### config.mk
export PLATFORM = sky130hd
export DESIGN_NAME = sst_width_meter
export DESIGN_NICKNAME = d
export VERILOG_FILES = /design/src/verilog/sst_pkg.sv /design/src/verilog/sst_width_meter.sv
export SDC_FILE = /design/constraint.sdc
export NUM_CORES = 1
export LEC_CHECK = 0
export BUFFER_PORTS_ARGS = -buffer_cell sky130_fd_sc_hd__buf_2
export CORE_MARGIN = 1.5
export CORE_UTILIZATION = 34
export CTS_CLUSTER_SIZE = 20
export DETAILED_ROUTE_END_ITERATION = 6
export SYNTH_ARGS = -nofsm -noshare
export SYNTH_HDL_FRONTEND = slang
export SYNTH_SLANG_ARGS = --single-unit
export TNS_END_PERCENT = 50
### constraint.sdc
create_clock -name ref_clk -period 2.4 [get_ports ref_clk]
set_clock_uncertainty 0.15 [all_clocks]
set_input_delay 0.72 -clock ref_clk [delete_from_list [all_inputs] [get_ports ref_clk]]
set_output_delay 0.72 -clock ref_clk [all_outputs]
set_load 0.01 [all_outputs]
### src/verilog/sst_pkg.sv
package sst_pkg;

  // ***********************************
  // Control register field positions
  // ***********************************
  localparam int CTL_FORCE_ZERO    = 0;
  localparam int CTL_WSEL_LO       = 1;
  localparam int CTL_WSEL_HI       = 3;
  localparam int CTL_WIDTH_ARM     = 4;
  localparam int CTL_QSEL_LO       = 5;
  localparam int CTL_QSEL_HI       = 7;
  localparam int CTL_TEST_QUAD_A   = 8;
  localparam int CTL_TEST_QUAD_B   = 9;
  localparam int CTL_LOOP_LO       = 11;
  localparam int CTL_LOOP_HI       = 15;

  // ***********************************
  // Status buffer field positions
  // ***********************************
  localparam int STS_COUNT_LO      = 0;
  localparam int STS_COUNT_HI      = 7;
  localparam int STS_CARRY         = 8;
  localparam int STS_POLARITY      = 9;
  localparam int STS_BUSY_N        = 10;
  localparam int STS_LOOP_LO       = 11;
  localparam int STS_LOOP_HI       = 15;

  // ***********************************
  // Data bus placement and sizes
  // ***********************************
  localparam int BUS_LANE_LO       = 16;
  localparam int BUS_LANE_HI       = 31;
  localparam int REG_WIDTH         = 16;
  localparam int NUM_JOINTS        = 6;
  localparam int NUM_LOOPS         = 5;
  localparam int SEL_WIDTH         = 3;

  // ***********************************
  // Encoder select codes and reset values
  // ***********************************
  localparam logic [2:0]  QSEL_ALL     = 3'h0;
  localparam logic [2:0]  QSEL_NORMAL  = 3'h7;
  localparam logic [15:0] CTL_RESET    = 16'h00E1;
  localparam logic [8:0]  COUNT_RESET  = 9'h000;

endpackage : sst_pkg

### src/verilog/sst_width_meter.sv
`timescale 1ns/1ps
module sst_width_meter
  import sst_pkg::*;
#(
  parameter int CW = 8
)
(
  input  wire logic        ref_clk,
  input  wire logic        rst,
  input  wire logic        arm,
  input  wire logic        pulseIn,
  output logic      [CW:0] widthCount,
  output logic             widthBusyN
);

  typedef enum logic [1:0] {IDLE, WAIT_RISE, COUNTING, DONE} sst_state_t;

  sst_state_t state_r;
  logic       sync1_r;
  logic       sync2_r;
  logic       prev_r;
  logic       arm_r;
  logic       armRise;
  logic       pulseRise;
  logic       pulseFall;

  assign armRise   = arm & ~arm_r;
  assign pulseRise = sync2_r & ~prev_r;
  assign pulseFall = ~sync2_r & prev_r;

  // ***********************************
  // Pulse synchroniser
  // ***********************************
  always_ff @(posedge ref_clk)
  begin
    if (rst)
    begin
      sync1_r <= 1'b0;
      sync2_r <= 1'b0;
      prev_r  <= 1'b0;
      arm_r   <= 1'b0;
    end
    else
    begin
      sync1_r <= pulseIn;
      sync2_r <= sync1_r;
      prev_r  <= sync2_r;
      arm_r   <= arm;
    end
  end

  // ***********************************
  // Start and stop sequencing
  // ***********************************
  always_ff @(posedge ref_clk)
  begin
    if (rst)
      state_r <= IDLE;
    else if (!arm)
      state_r <= IDLE;
    else if (armRise)
      state_r <= WAIT_RISE;
    else
    begin
      case (state_r)
        WAIT_RISE:
          if (sync2_r && !prev_r)
            state_r <= COUNTING;
        COUNTING:
          if (!sync2_r && prev_r)
            state_r <= DONE;
        DONE:
          state_r <= DONE;
        default:
          state_r <= IDLE;
      endcase
    end
  end

  // ***********************************
  // Width counter with carry
  // ***********************************
  always_ff @(posedge ref_clk)
  begin
    if (rst)
      widthCount <= COUNT_RESET;
    else if (armRise)
      widthCount <= COUNT_RESET;
    else if (arm && ((state_r == WAIT_RISE && pulseRise) || (state_r == COUNTING && !pulseFall)))
      widthCount <= widthCount + (CW+1)'(1);
  end

  always_ff @(posedge ref_clk)
  begin
    if (rst)
      widthBusyN <= 1'b1;
    else
      widthBusyN <= !(arm && !armRise && (state_r == WAIT_RISE || state_r == COUNTING)
                      && !(state_r == COUNTING && !sync2_r && prev_r));
  end

endmodule : sst_width_meter

# Word level (Yosys, flattened, before mapping)
# Index checks and enable logic that the tools add are counted.
[classes]
n_mux = 4
n_eq_ne = 7
bitwise_logic = 7
reduce_logical = 23
add_sub_neg = 1
[op_table]
columns = ["operator", "n"]
rows = [
  ["$logic_and A1 B1 Y1", 10],
  ["$add A9 B1 Y9 const B", 1],
  ["$logic_not A1 Y1", 6],
  ["$ne A3 B3 Y1 const B", 2],
  ["$pmux W2 S3", 1],
  ["$eq A2 B2 Y1 const B", 2],
  ["$mux W2", 2],
  ["$ne A2 B2 Y1 const B", 2],
  ["$not A1 Y1", 4],
  ["$reduce_and A2 Y1", 2],
  ["$reduce_or A2 Y1", 2],
  ["$and A1 B1 Y1", 3],
  ["$reduce_or A3 Y1", 1],
  ["$eq A2 B1 Y1 const B", 1],
  ["$logic_or A1 B1 Y1", 2],
  ["$mux W1", 1],
]
[totals]
reg_bits = 16
out_inout_bits = 10

# Logic depth before layout (Yosys ltp)
# Gate-level depths: netlist (run 1).
[logic_depth]
depth_word = 7
ltp_mapped = 6
ltp_nobuf = 6

# Least setup slack after synthesis (run 1)
# OpenSTA, ideal clock, no wires.
[synth_path]
kind = "register -> register"
start = "register state_r[1]"
end = "register widthCount[3]"
slack_ns = 0.624
path_stages_with_launch = 7
setup_time_ns = 0.070
synth_period_minus_slack_ns = 1.776
t_required_ns = 2.180
t_arrival_ns = 1.556
path_cell_list = "dfxtp_1 > inv_1 > ha_1 > nand3b_4 > a311o_1 > or3_1 > a21oi_1"
[synth_between]
elab_chain_len = 4
elab_cells_between_ends = 6
[synth_lines]
columns = ["element", "line", "source"]
rows = [
  ["start, declared", "sst_width_meter.sv:18", "sst_state_t state_r;"],
  ["start signal, assigned", "sst_width_meter.sv:58", "state_r <= IDLE;"],
  ["start signal, assigned", "sst_width_meter.sv:60", "state_r <= IDLE;"],
  ["start signal, assigned", "sst_width_meter.sv:62", "state_r <= WAIT_RISE;"],
  ["$eq A2 B1 Y1 / $eq A2 B2 Y1 (equally long branches)", "sst_width_meter.sv:89", "else if (arm && ((state_r == WAIT_RISE && pulseRise) || (state_r == COUNTING && !pulseFall)))"],
  ["$logic_and A1 B1 Y1", "sst_width_meter.sv:89", ""],
  ["$logic_or A1 B1 Y1 (*)", "sst_width_meter.sv:89", ""],
  ["$logic_and A1 B1 Y1 (*)", "sst_width_meter.sv:89", ""],
  ["end signal, assigned", "sst_width_meter.sv:90", "widthCount <= widthCount + (CW+1)'(1);"],
  ["end, declared", "sst_width_meter.sv:12", "output logic [CW:0] widthCount,"],
]
# Mark *: on every way between the ends. The rest lies on a longest branch, timed or not.
# A chain may end at the register's enable or synchronous reset.

# Final worst setup path (run 1)
[layout_path]
start = "register state_r[0]"
end = "register widthCount[3]"
# The elaborated chain is that of the path after synthesis.

==> key figures, run 1 <==
STA
  – Final hold violations: 0
  – RSZ-0062 raised after global routing: false
  – Slack of the critical path: 0.419 ns
  – Slew HR: 0.722
  – Period utilisation layout: 0.825
  – Setup TNS: 0 ns
  – Max Slew Vio Count: 0
  – Worst-case hold slack: 0.297 ns
  – Worst-Margin Slew: 0.415 ns
  – Final setup viols: 0
  – Min Tclk post-route: 1.98 ns
  – FMAX: between 500 and 600 MHz

Worst setup path
  – Reg2reg end: widthCount[3]
  – Crit Path Category: reg -> reg
  – FF-to-FF Start: state_r[0]
  – CP Data Required Time: 2.48 ns
  – WP data arrival: 2.06 ns
  – Setup slack, reg-to-reg: ~0.42 ns
  – Cell depth of the worst flop-to-flop path: 5
  – CP endpoint kind: register
  – CP startpoint: state_r[0]
  – End of the critical path: widthCount[3]
  – Startpoint types: register
  – Maximum net fanout on the critical path: 5

Power and ir drop
  – Tot Pwr: roughly 440 uW
  – PwrDens: ~500 nW/um^2
  – P_leak: 0.365 nW
  – Peak supply drop: 253 uV

Flow run
  – Max Cap Viol: 0

Place
  – DP Area: ~870 um^2
  – DP Wirelength: 1.08 mm
  – Placed insts: about 130
  – Port Buffers: 13
  – DP Worst Slack: 0.452 ns
  – GP Congestion: 0.749

Routing
  – Routed Antenna Nets: 0
  – DR iter-0 viols: 17
  – Via density: 5.23
  – DR vias: 669
  – DR DRC count: 0
  – First-pass DRT Iterations: 4
  – Routed len/inst: about 11 um
  – Total Wirelength: 1.47 mm

Finish
  – Fillers: roughly 230
  – Most frequent cells in the layout: dfxtp_1 (16), buf_2 (13), nor2_1 (9)
  – Multi-input gate area: 417 um^2
  – FF/Latch Area: 320 um^2
  – Layout area overhead: 14.9%
  – Final Instance Area: 890 um^2
  – Antenna diode count: 0
  – Most common cell after layout, fill and taps aside: dfxtp_1
  – Fin util: 0.406
  – Fin cells: about 130
  – Nets: 111
  – Share of cells above drive strength 1: 0.180

Yosys
  – Synth unique cells: 27
  – Synth Area in Compound Gates: 0.174
  – Syn avg cell area: 9.11 um^2
  – Flops & latches, synth: 16
  – Simple-gate share of the synthesized area: 0.212
  – Post-synth net total: 94
  – Post-synthesis cell count: 85
  – Post-synthesis sequential area ratio: 0.414
  – Share of the synthesized area in the top cell type: 0.414
  – Dominant cell type by area after synthesis: dfxtp_1
  – XOR/XNOR Fraction of Synth Area: 0.0452
  – Main combinational cell family by area after synthesis: simple AND/OR/NAND/NOR gates
  – Post-synthesis mux area share: 0.0258
  – Synth Area in Adders: 0.0808
  – Synth area leaders: dfxtp_1 (41%), ha_1 (8.1%), xnor2_1 (4.5%)
  – Synthesized cell area: 774 um^2
  – Syn. warnings: 0

CTS
  – CTS tree: yes
  – Worst-Skew Late Latency: 0.29 ns
  – Post-CTS sizing: 0
  – Max clock buf depth: 2
  – CTS root buf: clkbuf_4
  – Hold buffers post-CTS: 0
  – Sinks on Clock Net: 16
  – Post-CTS Setup Inserts: 0
  – Reg clk slew, reported paths: roughly 0.10 ns
  – Htree depth: 1
  – Number of CTS-inserted buffers: 3

Floorplanning
  – DIE HEIGHT: 50.7 um
  – Boundary pin count: 14
  – Die ar.: 2570 um^2
  – Rows: 17
  – Initial Util: 0.354
  – Die Wd: 50.7 um
  – CORE AREA: roughly 2200 um^2

Global route
  – Gr ovfl total: 0
  – Pin count of the biggest net entering global routing: 11
  – Antenna violations before repair: 0
  – Vias in the first global route: 601
  – First-pass GRT wire length: 2.53 mm
  – Tot GR Track Use: 0.131

Worst hold path
  – Hold depth: 1
  – Hold crit path type: reg -> reg

Run status
  – Status: completed
==> metal layers <==
| layer | global-route usage | share of wire | up-vias | wire, um |
|---|---|---|---|---|
| li1 | - | - | 333 | - |
| met3 | 0.0357 | 0.048 | 5 | 71 |
| met4 | 0.0676 | 0.026 | 0 | 38 |
| met2 | 0.206 | 0.42 | 22 | 621 |
| met1 | 0.164 | 0.50 | 309 | 740 |
| met5 | 0 | 0 | - | 0 |
==> cell usage after synthesis <==
cell type  count
nor2_1         9
a31o_2         1
nand3b_4       1
dfxtp_1       16
mux2i_1        2
a21o_1         1
o31ai_1        1
buf_4          1
nand2b_1       3
a311oi_1       2
inv_1          8
a22oi_1        1
and3_1         2
o21ai_0        3
a21oi_1        4
a31oi_1        4
ha_1           5
nand4_1        3
o2111ai_1      1
xnor2_1        4
nor2b_1        3
a211oi_1       1
a311o_1        1
nand4b_1       1
nand3_1        1
or3_1          2
nand2_1        4
==> worst min path at each step <==
| stage | slack, ns | end | startpoint |
|---|---|---|---|
| after floorplan | 0.25 | widthBusyN | arm_r |
| after global placement | 0.27 | sync2_r | sync1_r |
| after detailed placement | 0.28 | sync2_r | sync1_r |
| after CTS | 0.30 | sync2_r | sync1_r |
| after global routing | 0.31 | sync2_r | sync1_r |
| final | 0.30 | sync2_r | sync1_r |
==> state kept, by name, indices dropped and copies added, names as in the netlist <==
signal	cells
arm_r	1
widthCount	9
sync1_r	1
sync2_r	1
widthBusyN	1
prev_r	1
state_r	2
==> critical path, stage by stage (launching register included) <==
cell and delay (ns):
dfxtp_1 0.42, ha_1 0.32, nand3b_4 0.13, a311o_1 0.42, or3_1 0.34, a21oi_1 0.15
==> area by class of cell <==
class                   count  area share
repair buffers             13      0.0731
well taps                  28      0.0394
inverters                   8      0.0338
multi-input cells          60       0.468
clock buffers               3      0.0253
flip-flops and latches     16       0.360
==> report_power, final <==
group / internal [mW] / switching, mW / total [mW]
Combinational: 0.00998 / 0.0150 / 0.0250
Sequential: 0.270 / 0.00381 / 0.273
Clock: 0.0583 / 0.0862 / 0.145
==> logic make-up (layout without fill, tap and decap cells) <==
family	after synthesis	after routing
AO/OA/AOI/OAI	20	20
buffers and inverters	9	24
AND/OR/NAND/NOR	29	29
flip-flops	16	16
adder cells (fa/ha/maj)	5	5
XOR/XNOR	4	4
multiplexers	2	2
(Power assumes the default switching activity.)
==> inputs of run 2 (changes only) <==
==> constraint.sdc (replaced) <==
create_clock -name ref_clk -period 2 [get_ports ref_clk]
set_clock_uncertainty 0.15 [all_clocks]
set_input_delay 0.6 -clock ref_clk [delete_from_list [all_inputs] [get_ports ref_clk]]
set_output_delay 0.6 -clock ref_clk [all_outputs]
set_load 0.01 [all_outputs]
==> run 2 against run 1 <==
Effect of this change:
- largest power group unchanged
- worst setup slack got worse by 0.28 ns
- first-iteration DRC count decreased by 71%
- die area did not move
- hold slack worse by 0.0060 ns
- power rose by 31%
- clock power up 51%
- sequential power rose by 20%
- combinational power is 32% higher
- non-clock buffer count up 1
- count of clock-buffer cells in the layout up 1
==> key figures, run 2 (synthesis gave the netlist of run 1 again) <==
CTS
  – Hold buffers post-CTS: 0 (unchanged)
  – Post-CTS sizing: 0 (unchanged)
  – Reg clk slew, reported paths: 0.11 ns (about the same)
  – Number of CTS-inserted buffers: 3 (unchanged)
  – Worst-Skew Late Latency: 0.29 ns (about the same)
  – Post-CTS Setup Inserts: 0 (unchanged)
  – Sinks on Clock Net: 16 (unchanged)
  – CTS root buf: clkbuf_4
  – Htree depth: 1 (unchanged)
  – Max clock buf depth: 2 (unchanged)
  – CTS tree: yes

Routing
  – DR DRC count: 0 (unchanged)
  – Total Wirelength: 1.50 mm (+2.0%)
  – Routed Antenna Nets: 0 (unchanged)
  – Routed len/inst: 11.5 um (+0.47%)
  – Via density: 4.94 (-5.5%)
  – DR vias: 642 (-4.0%)
  – DR iter-0 viols: 5 (-12)
  – First-pass DRT Iterations: 4 (unchanged)

Worst setup path
  – Critical path buffers and inverters: 1 (+1)
  – Maximum net fanout on the critical path: 6 (+1)
  – CP peak stage delay: 0.39 ns (-0.03 ns)
  – Setup slack, reg-to-reg: 0.13 ns (-0.28 ns)
  – CP Data Required Time: 2.08 ns (-0.40 ns)
  – Crit Path Category: reg -> reg
  – WP data arrival: 1.95 ns (-0.11 ns)
  – CP cell instances: inv_1 > ha_2 > nand2b_1 > a311o_1 > or3_1 > a21oi_1
  – CP endpoint kind: register
  – Startpoint types: register
  – CP max stage cell: a311o_1
  – CP top delay family: compound AO/OA/AOI/OAI gates

Finish
  – Largest register FFs: 9 (unchanged)
  – Share of cells above drive strength 1: 0.216 (+0.0357)
  – Antenna diode count: 0 (unchanged)
  – Most frequent cells in the layout: dfxtp_1 (16), buf_2 (13), nor2_1 (9)
  – Top flop regs: widthCount (9), state_r (2)
  – Largest reg by FF count: widthCount
  – Fin util: 0.418 (+0.0120)
  – Fillers: 229 (-0.87%)
  – Most common cell after layout, fill and taps aside: dfxtp_1
  – Layout area overhead: 18.3%
  – Nets: 112 (+0.90%)

Worst hold path
  – Hold crit path type: reg -> reg

STA
  – Slew HR: 0.728 (+0.00620)
  – Final setup viols: 0 (unchanged)
  – Period utilisation layout: 0.933 (+0.107)
  – Min Tclk post-route: 1.87 ns (-0.116 ns)
  – FMAX: 536 MHz (+6.2%)
  – Max Slew Vio Count: 0 (unchanged)
  – RSZ-0062 raised after global routing: false
  – Final hold violations: 0 (unchanged)
  – Worst-Margin Slew: 0.406 ns (-0.00926 ns)
  – Slack of the critical path: 0.134 ns (-0.284 ns)
  – Setup TNS: 0 ns (unchanged)
  – Worst-case hold slack: 0.291 ns (-0.00603 ns)

Place
  – DP Worst Slack: 0.108 ns (-0.345 ns)
  – DP Wirelength: 1.13 mm (+4.8%)
  – Port Buffers: 13 (unchanged)
  – GP Congestion: 0.717 (-4.3%)

Power and ir drop
  – PwrDens: 633 nW/um^2 (+27%)
  – P_leak: 0.374 nW (+2.5%)
  – Peak supply drop: 398 uV (+57%)

Global route
  – Gr ovfl total: 0 (unchanged)
  – First-pass GRT wire length: 2.53 mm (+0.28%)
  – Tot GR Track Use: 0.130 (-0.00125)
  – Pin count of the biggest net entering global routing: 10 (-1)
  – Vias in the first global route: 584 (-2.8%)
  – Antenna violations before repair: 0 (unchanged)

Floorplanning
  – DIE HEIGHT: 50.7 um (unchanged)
  – Rows: 17 (unchanged)
  – Die ar.: 2570 um^2 (unchanged)
  – CORE AREA: 2190 um^2 (unchanged)
  – Initial Util: 0.354 (unchanged)
  – Die Wd: 50.7 um (unchanged)
  – Boundary pin count: 14 (unchanged)

Flow run
  – Max Cap Viol: 0 (unchanged)

Run status
  – Status: completed
-- run 2: changes by cell type in the layout (fill, tap and decap cells not counted) --
cell and delta:
buf_4 +1, clkbuf_8 +1, ha_1 -2, ha_2 +2
-- run 2: per-stage QoR --
step           cell area, um^2  power, mW  cells
2_1_floorplan              774      0.356     85
3_3_place_gp               875      0.367    126
3_5_place_dp               875      0.368    126
4_1_cts                    911      0.588    130
5_1_grt                    916      0.602    130
6_report                   916      0.580    130
-- run 2: final cells by class --
class | instances | area [um^2] | area share
clock buffers | 4 | 36.3 | 0.0396
inverters | 8 | 30.0 | 0.0328
well taps | 28 | 35.0 | 0.0383
multi-input cells | 60 | 422 | 0.460
repair buffers | 14 | 72.6 | 0.0792
flip-flops and latches | 16 | 320 | 0.350
-- run 2: worst paths after layout --
kind | start | endpoint | cells after the start
hold / removal | sync1_r | sync2_r | 1
setup / recovery | state_r[0] | widthCount[3] | 6
setup reg to reg | state_r[0] | widthCount[3] | 6
hold reg to reg | sync1_r | sync2_r | 1
-- run 2: power breakdown --
part / leakage, nW / internal, mW / switching [mW] / total, mW
clock network: 0.0210 / 0.111 / 0.108 / 0.219
logic: 0.223 / 0.0140 / 0.0191 / 0.0331
registers: 0.130 / 0.324 / 0.00458 / 0.328
-- run 2: routing by layer --
| metal | part of all wire | vias up | global-route usage |
|---|---|---|---|
| met5 | 0 | - | 0 |
| met4 | 0.012 | 0 | 0.0676 |
| met3 | 0.028 | 4 | 0.0179 |
| met2 | 0.46 | 11 | 0.211 |
| met1 | 0.50 | 294 | 0.168 |
| li1 | - | 333 | - |
==> inputs of run 3 (changes only) <==
--- a/config.mk
+++ b/config.mk
@@ -10,6 +10,8 @@
 export CORE_UTILIZATION = 34
 export CTS_CLUSTER_SIZE = 20
 export DETAILED_ROUTE_END_ITERATION = 6
+export PLACE_DENSITY = 0.62
+export SLEW_MARGIN = 0
 export SYNTH_ARGS = -nofsm -noshare
 export SYNTH_HDL_FRONTEND = slang
 export SYNTH_SLANG_ARGS = --single-unit
==> constraint.sdc (replaced) <==
create_clock -name ref_clk -period 2 [get_ports ref_clk]
set_clock_uncertainty 0.15 [all_clocks]
set_input_delay 0.6 -clock ref_clk [delete_from_list [all_inputs] [get_ports ref_clk]]
set_output_delay 0.6 -clock ref_clk [all_outputs]
set_load 0.05 [all_outputs]
==> run 3 against run 2 <==
Effect of this change:
- cell count unchanged
- maximum frequency down 1.1%
- register-to-register slack worse by 0.02 ns
- flip-flop and latch count unchanged
- non-clock buffer count unchanged
- count of clock-buffer cells in the layout unchanged
- sequential power about the same
- global-route usage up 0.49 points
- sequential share of layout area down 1.0 points
- utilization up 1.3 points
- clock power about the same
- worst setup slack worse by 0.022 ns
- largest power group unchanged
==> key figures, run 3 (synthesis gave the netlist of run 1 again) <==
CTS
  – Max clock buf depth: 2 (unchanged)
  – Hold buffers post-CTS: 0 (unchanged)
  – CTS root buf: clkbuf_4
  – Reg clk slew, reported paths: 0.10 ns (about the same)
  – Post-CTS sizing: 0 (unchanged)
  – CTS tree: yes
  – Worst-Skew Late Latency: 0.29 ns (about the same)
  – Number of CTS-inserted buffers: 3 (unchanged)
  – Htree depth: 1 (unchanged)
  – Sinks on Clock Net: 16 (unchanged)
  – Post-CTS Setup Inserts: 0 (unchanged)

Worst setup path
  – Maximum net fanout on the critical path: 6 (unchanged)
  – End of the critical path: widthCount[3]
  – Crit Path Category: reg -> reg
  – Critical path buffers and inverters: 1 (unchanged)
  – Reg2reg end: widthCount[3]
  – CP Data Required Time: 2.08 ns (about the same)
  – CP cell instances: inv_1 > ha_4 > nand2b_4 > a311o_1 > or3_1 > a21oi_1
  – CP endpoint kind: register
  – FF-to-FF Start: state_r[0]
  – CP max stage cell: a311o_1
  – CP peak stage delay: 0.41 ns (+0.02 ns)
  – Startpoint types: register
  – WP depth: 6 (unchanged)
  – CP startpoint: state_r[0]
  – CP top delay family: compound AO/OA/AOI/OAI gates
  – Cell depth of the worst flop-to-flop path: 6 (unchanged)
  – Setup slack, reg-to-reg: 0.11 ns (-0.02 ns)
  – WP data arrival: 1.96 ns (about the same)

STA
  – Slew HR: 0.734 (+0.00584)
  – Final setup viols: 0 (unchanged)
  – Min Tclk post-route: 1.89 ns (+0.0217 ns)
  – Worst-Margin Slew: 0.397 ns (-0.00871 ns)
  – Slack of the critical path: 0.113 ns (-0.0217 ns)
  – Setup TNS: 0 ns (unchanged)
  – Final hold violations: 0 (unchanged)
  – RSZ-0062 raised after global routing: false
  – Max Slew Vio Count: 0 (unchanged)
  – Period utilisation layout: 0.944 (+0.0108)
  – Worst-case hold slack: 0.298 ns (+0.00722 ns)
  – FMAX: 530 MHz (-1.1%)

Flow run
  – Max Cap Viol: 0 (unchanged)

Global route
  – Pin count of the biggest net entering global routing: 10 (unchanged)
  – First-pass GRT wire length: 2.57 mm (+1.3%)
  – Vias in the first global route: 611 (+4.6%)
  – Tot GR Track Use: 0.135 (+0.00492)
  – Antenna violations before repair: 0 (unchanged)
  – Gr ovfl total: 0 (unchanged)

Place
  – DP Area: 875 um^2 (unchanged)
  – DP Wirelength: 1.09 mm (-4.0%)
  – Port Buffers: 13 (unchanged)
  – GP Congestion: 0.758 (+5.7%)
  – DP Worst Slack: 0.0893 ns (-0.0182 ns)

Finish
  – Final Instance Area: 943 um^2 (+3.0%)
  – Most frequent cells in the layout: dfxtp_1 (16), buf_2 (13), nor2_1 (9)
  – Antenna diode count: 0 (unchanged)
  – FF/Latch Area: 320 um^2 (unchanged)
  – Fin util: 0.431 (+0.0126)
  – Fillers: 211 (-7.9%)
  – Nets: 112 (unchanged)
  – Multi-input gate area: 449 um^2 (+6.5%)
  – Share of cells above drive strength 1: 0.225 (+0.00980)
  – Largest register FFs: 9 (unchanged)
  – Most common cell after layout, fill and taps aside: dfxtp_1
  – Top flop regs: widthCount (9), state_r (2)
  – Layout area overhead: 21.8%
  – Largest reg by FF count: widthCount

Routing
  – DR vias: 641 (-0.16%)
  – First-pass DRT Iterations: 6 (+2)
  – Via density: 4.93 (-0.16%)
  – Routed len/inst: 12.0 um (+3.8%)
  – DR iter-0 viols: 19 (+14)
  – Met2 WL post-DR: 760 um (+11%)
  – DR WL met3: 56 um (+33%)
  – Routed Antenna Nets: 0 (unchanged)
  – DRT met1 WL: 725 um (-4.2%)
  – Total Wirelength: 1.56 mm (+3.8%)
  – DR DRC count: 0 (unchanged)
  – Uppermost layer routed: met4

Floorplanning
  – Initial Util: 0.354 (unchanged)
  – Rows: 17 (unchanged)
  – Die ar.: 2570 um^2 (unchanged)
  – Boundary pin count: 14 (unchanged)
  – Die Wd: 50.7 um (unchanged)
  – CORE AREA: 2190 um^2 (unchanged)
  – DIE HEIGHT: 50.7 um (unchanged)

Power and ir drop
  – PwrDens: 619 nW/um^2 (-2.3%)
  – Peak supply drop: 399 uV (+0.47%)
  – P_leak: 0.379 nW (+1.4%)

Worst hold path
  – Hold crit path type: reg -> reg

Run status
  – Status: completed
-- run 3: changes by cell type in the layout (fill, tap and decap cells not counted) --
cell      change
ha_4          +2
nand2b_4      +1
ha_2          -2
nand2b_1      -1
-- run 3: area by class of cell --
class / count / share of cell area
sequential: 16 / 0.340
timing repair buffer: 14 / 0.0769
inverter: 8 / 0.0318
multi-input combinational: 60 / 0.476
clock buffer: 4 / 0.0385
tap: 28 / 0.0371
-- run 3: worst register-to-register path: stages, from the launching register on --
cell      delay (ns)
dfxtp_1         0.38
inv_1           0.14
ha_4            0.19
nand2b_4        0.08
a311o_1         0.41
or3_1           0.32
a21oi_1         0.15
-- run 3: worst min-delay path by stage --
stage | from | endpoint | slack [ns] | depth (start not counted)
after floorplan | arm_r | widthBusyN | 0.25 | 1
after global placement | sync1_r | sync2_r | 0.27 | 1
after detailed placement | arm_r | widthBusyN | 0.28 | 1
after CTS | arm_r | widthBusyN | 0.30 | 1
after global routing | sync1_r | sync2_r | 0.32 | 1
final | sync1_r | sync2_r | 0.30 | 1
-- run 3: metal layers --
metal | track usage | vias to the layer above
met5 | 0 | -
met4 | 0.0676 | 0
met3 | 0.0417 | 2
met2 | 0.226 | 12
met1 | 0.155 | 288
li1 | - | 339
-- run 3: stage by stage --
| stage | cells | total power [mW] |
|---|---|---|
| floorplan | 85 | 0.357 |
| detailed placement | 126 | 0.369 |
| CTS | 130 | 0.586 |
| global placement | 126 | 0.368 |
| global route | 130 | 0.612 |
| finish | 130 | 0.584 |
-- run 3: power by group --
| group | switching (mW) | internal, mW | total [mW] |
|---|---|---|---|
| registers | 0.00526 | 0.324 | 0.329 |
| logic | 0.0213 | 0.0154 | 0.0367 |
| clock network | 0.107 | 0.111 | 0.218 |
| total | 0.134 | 0.450 | 0.584 |
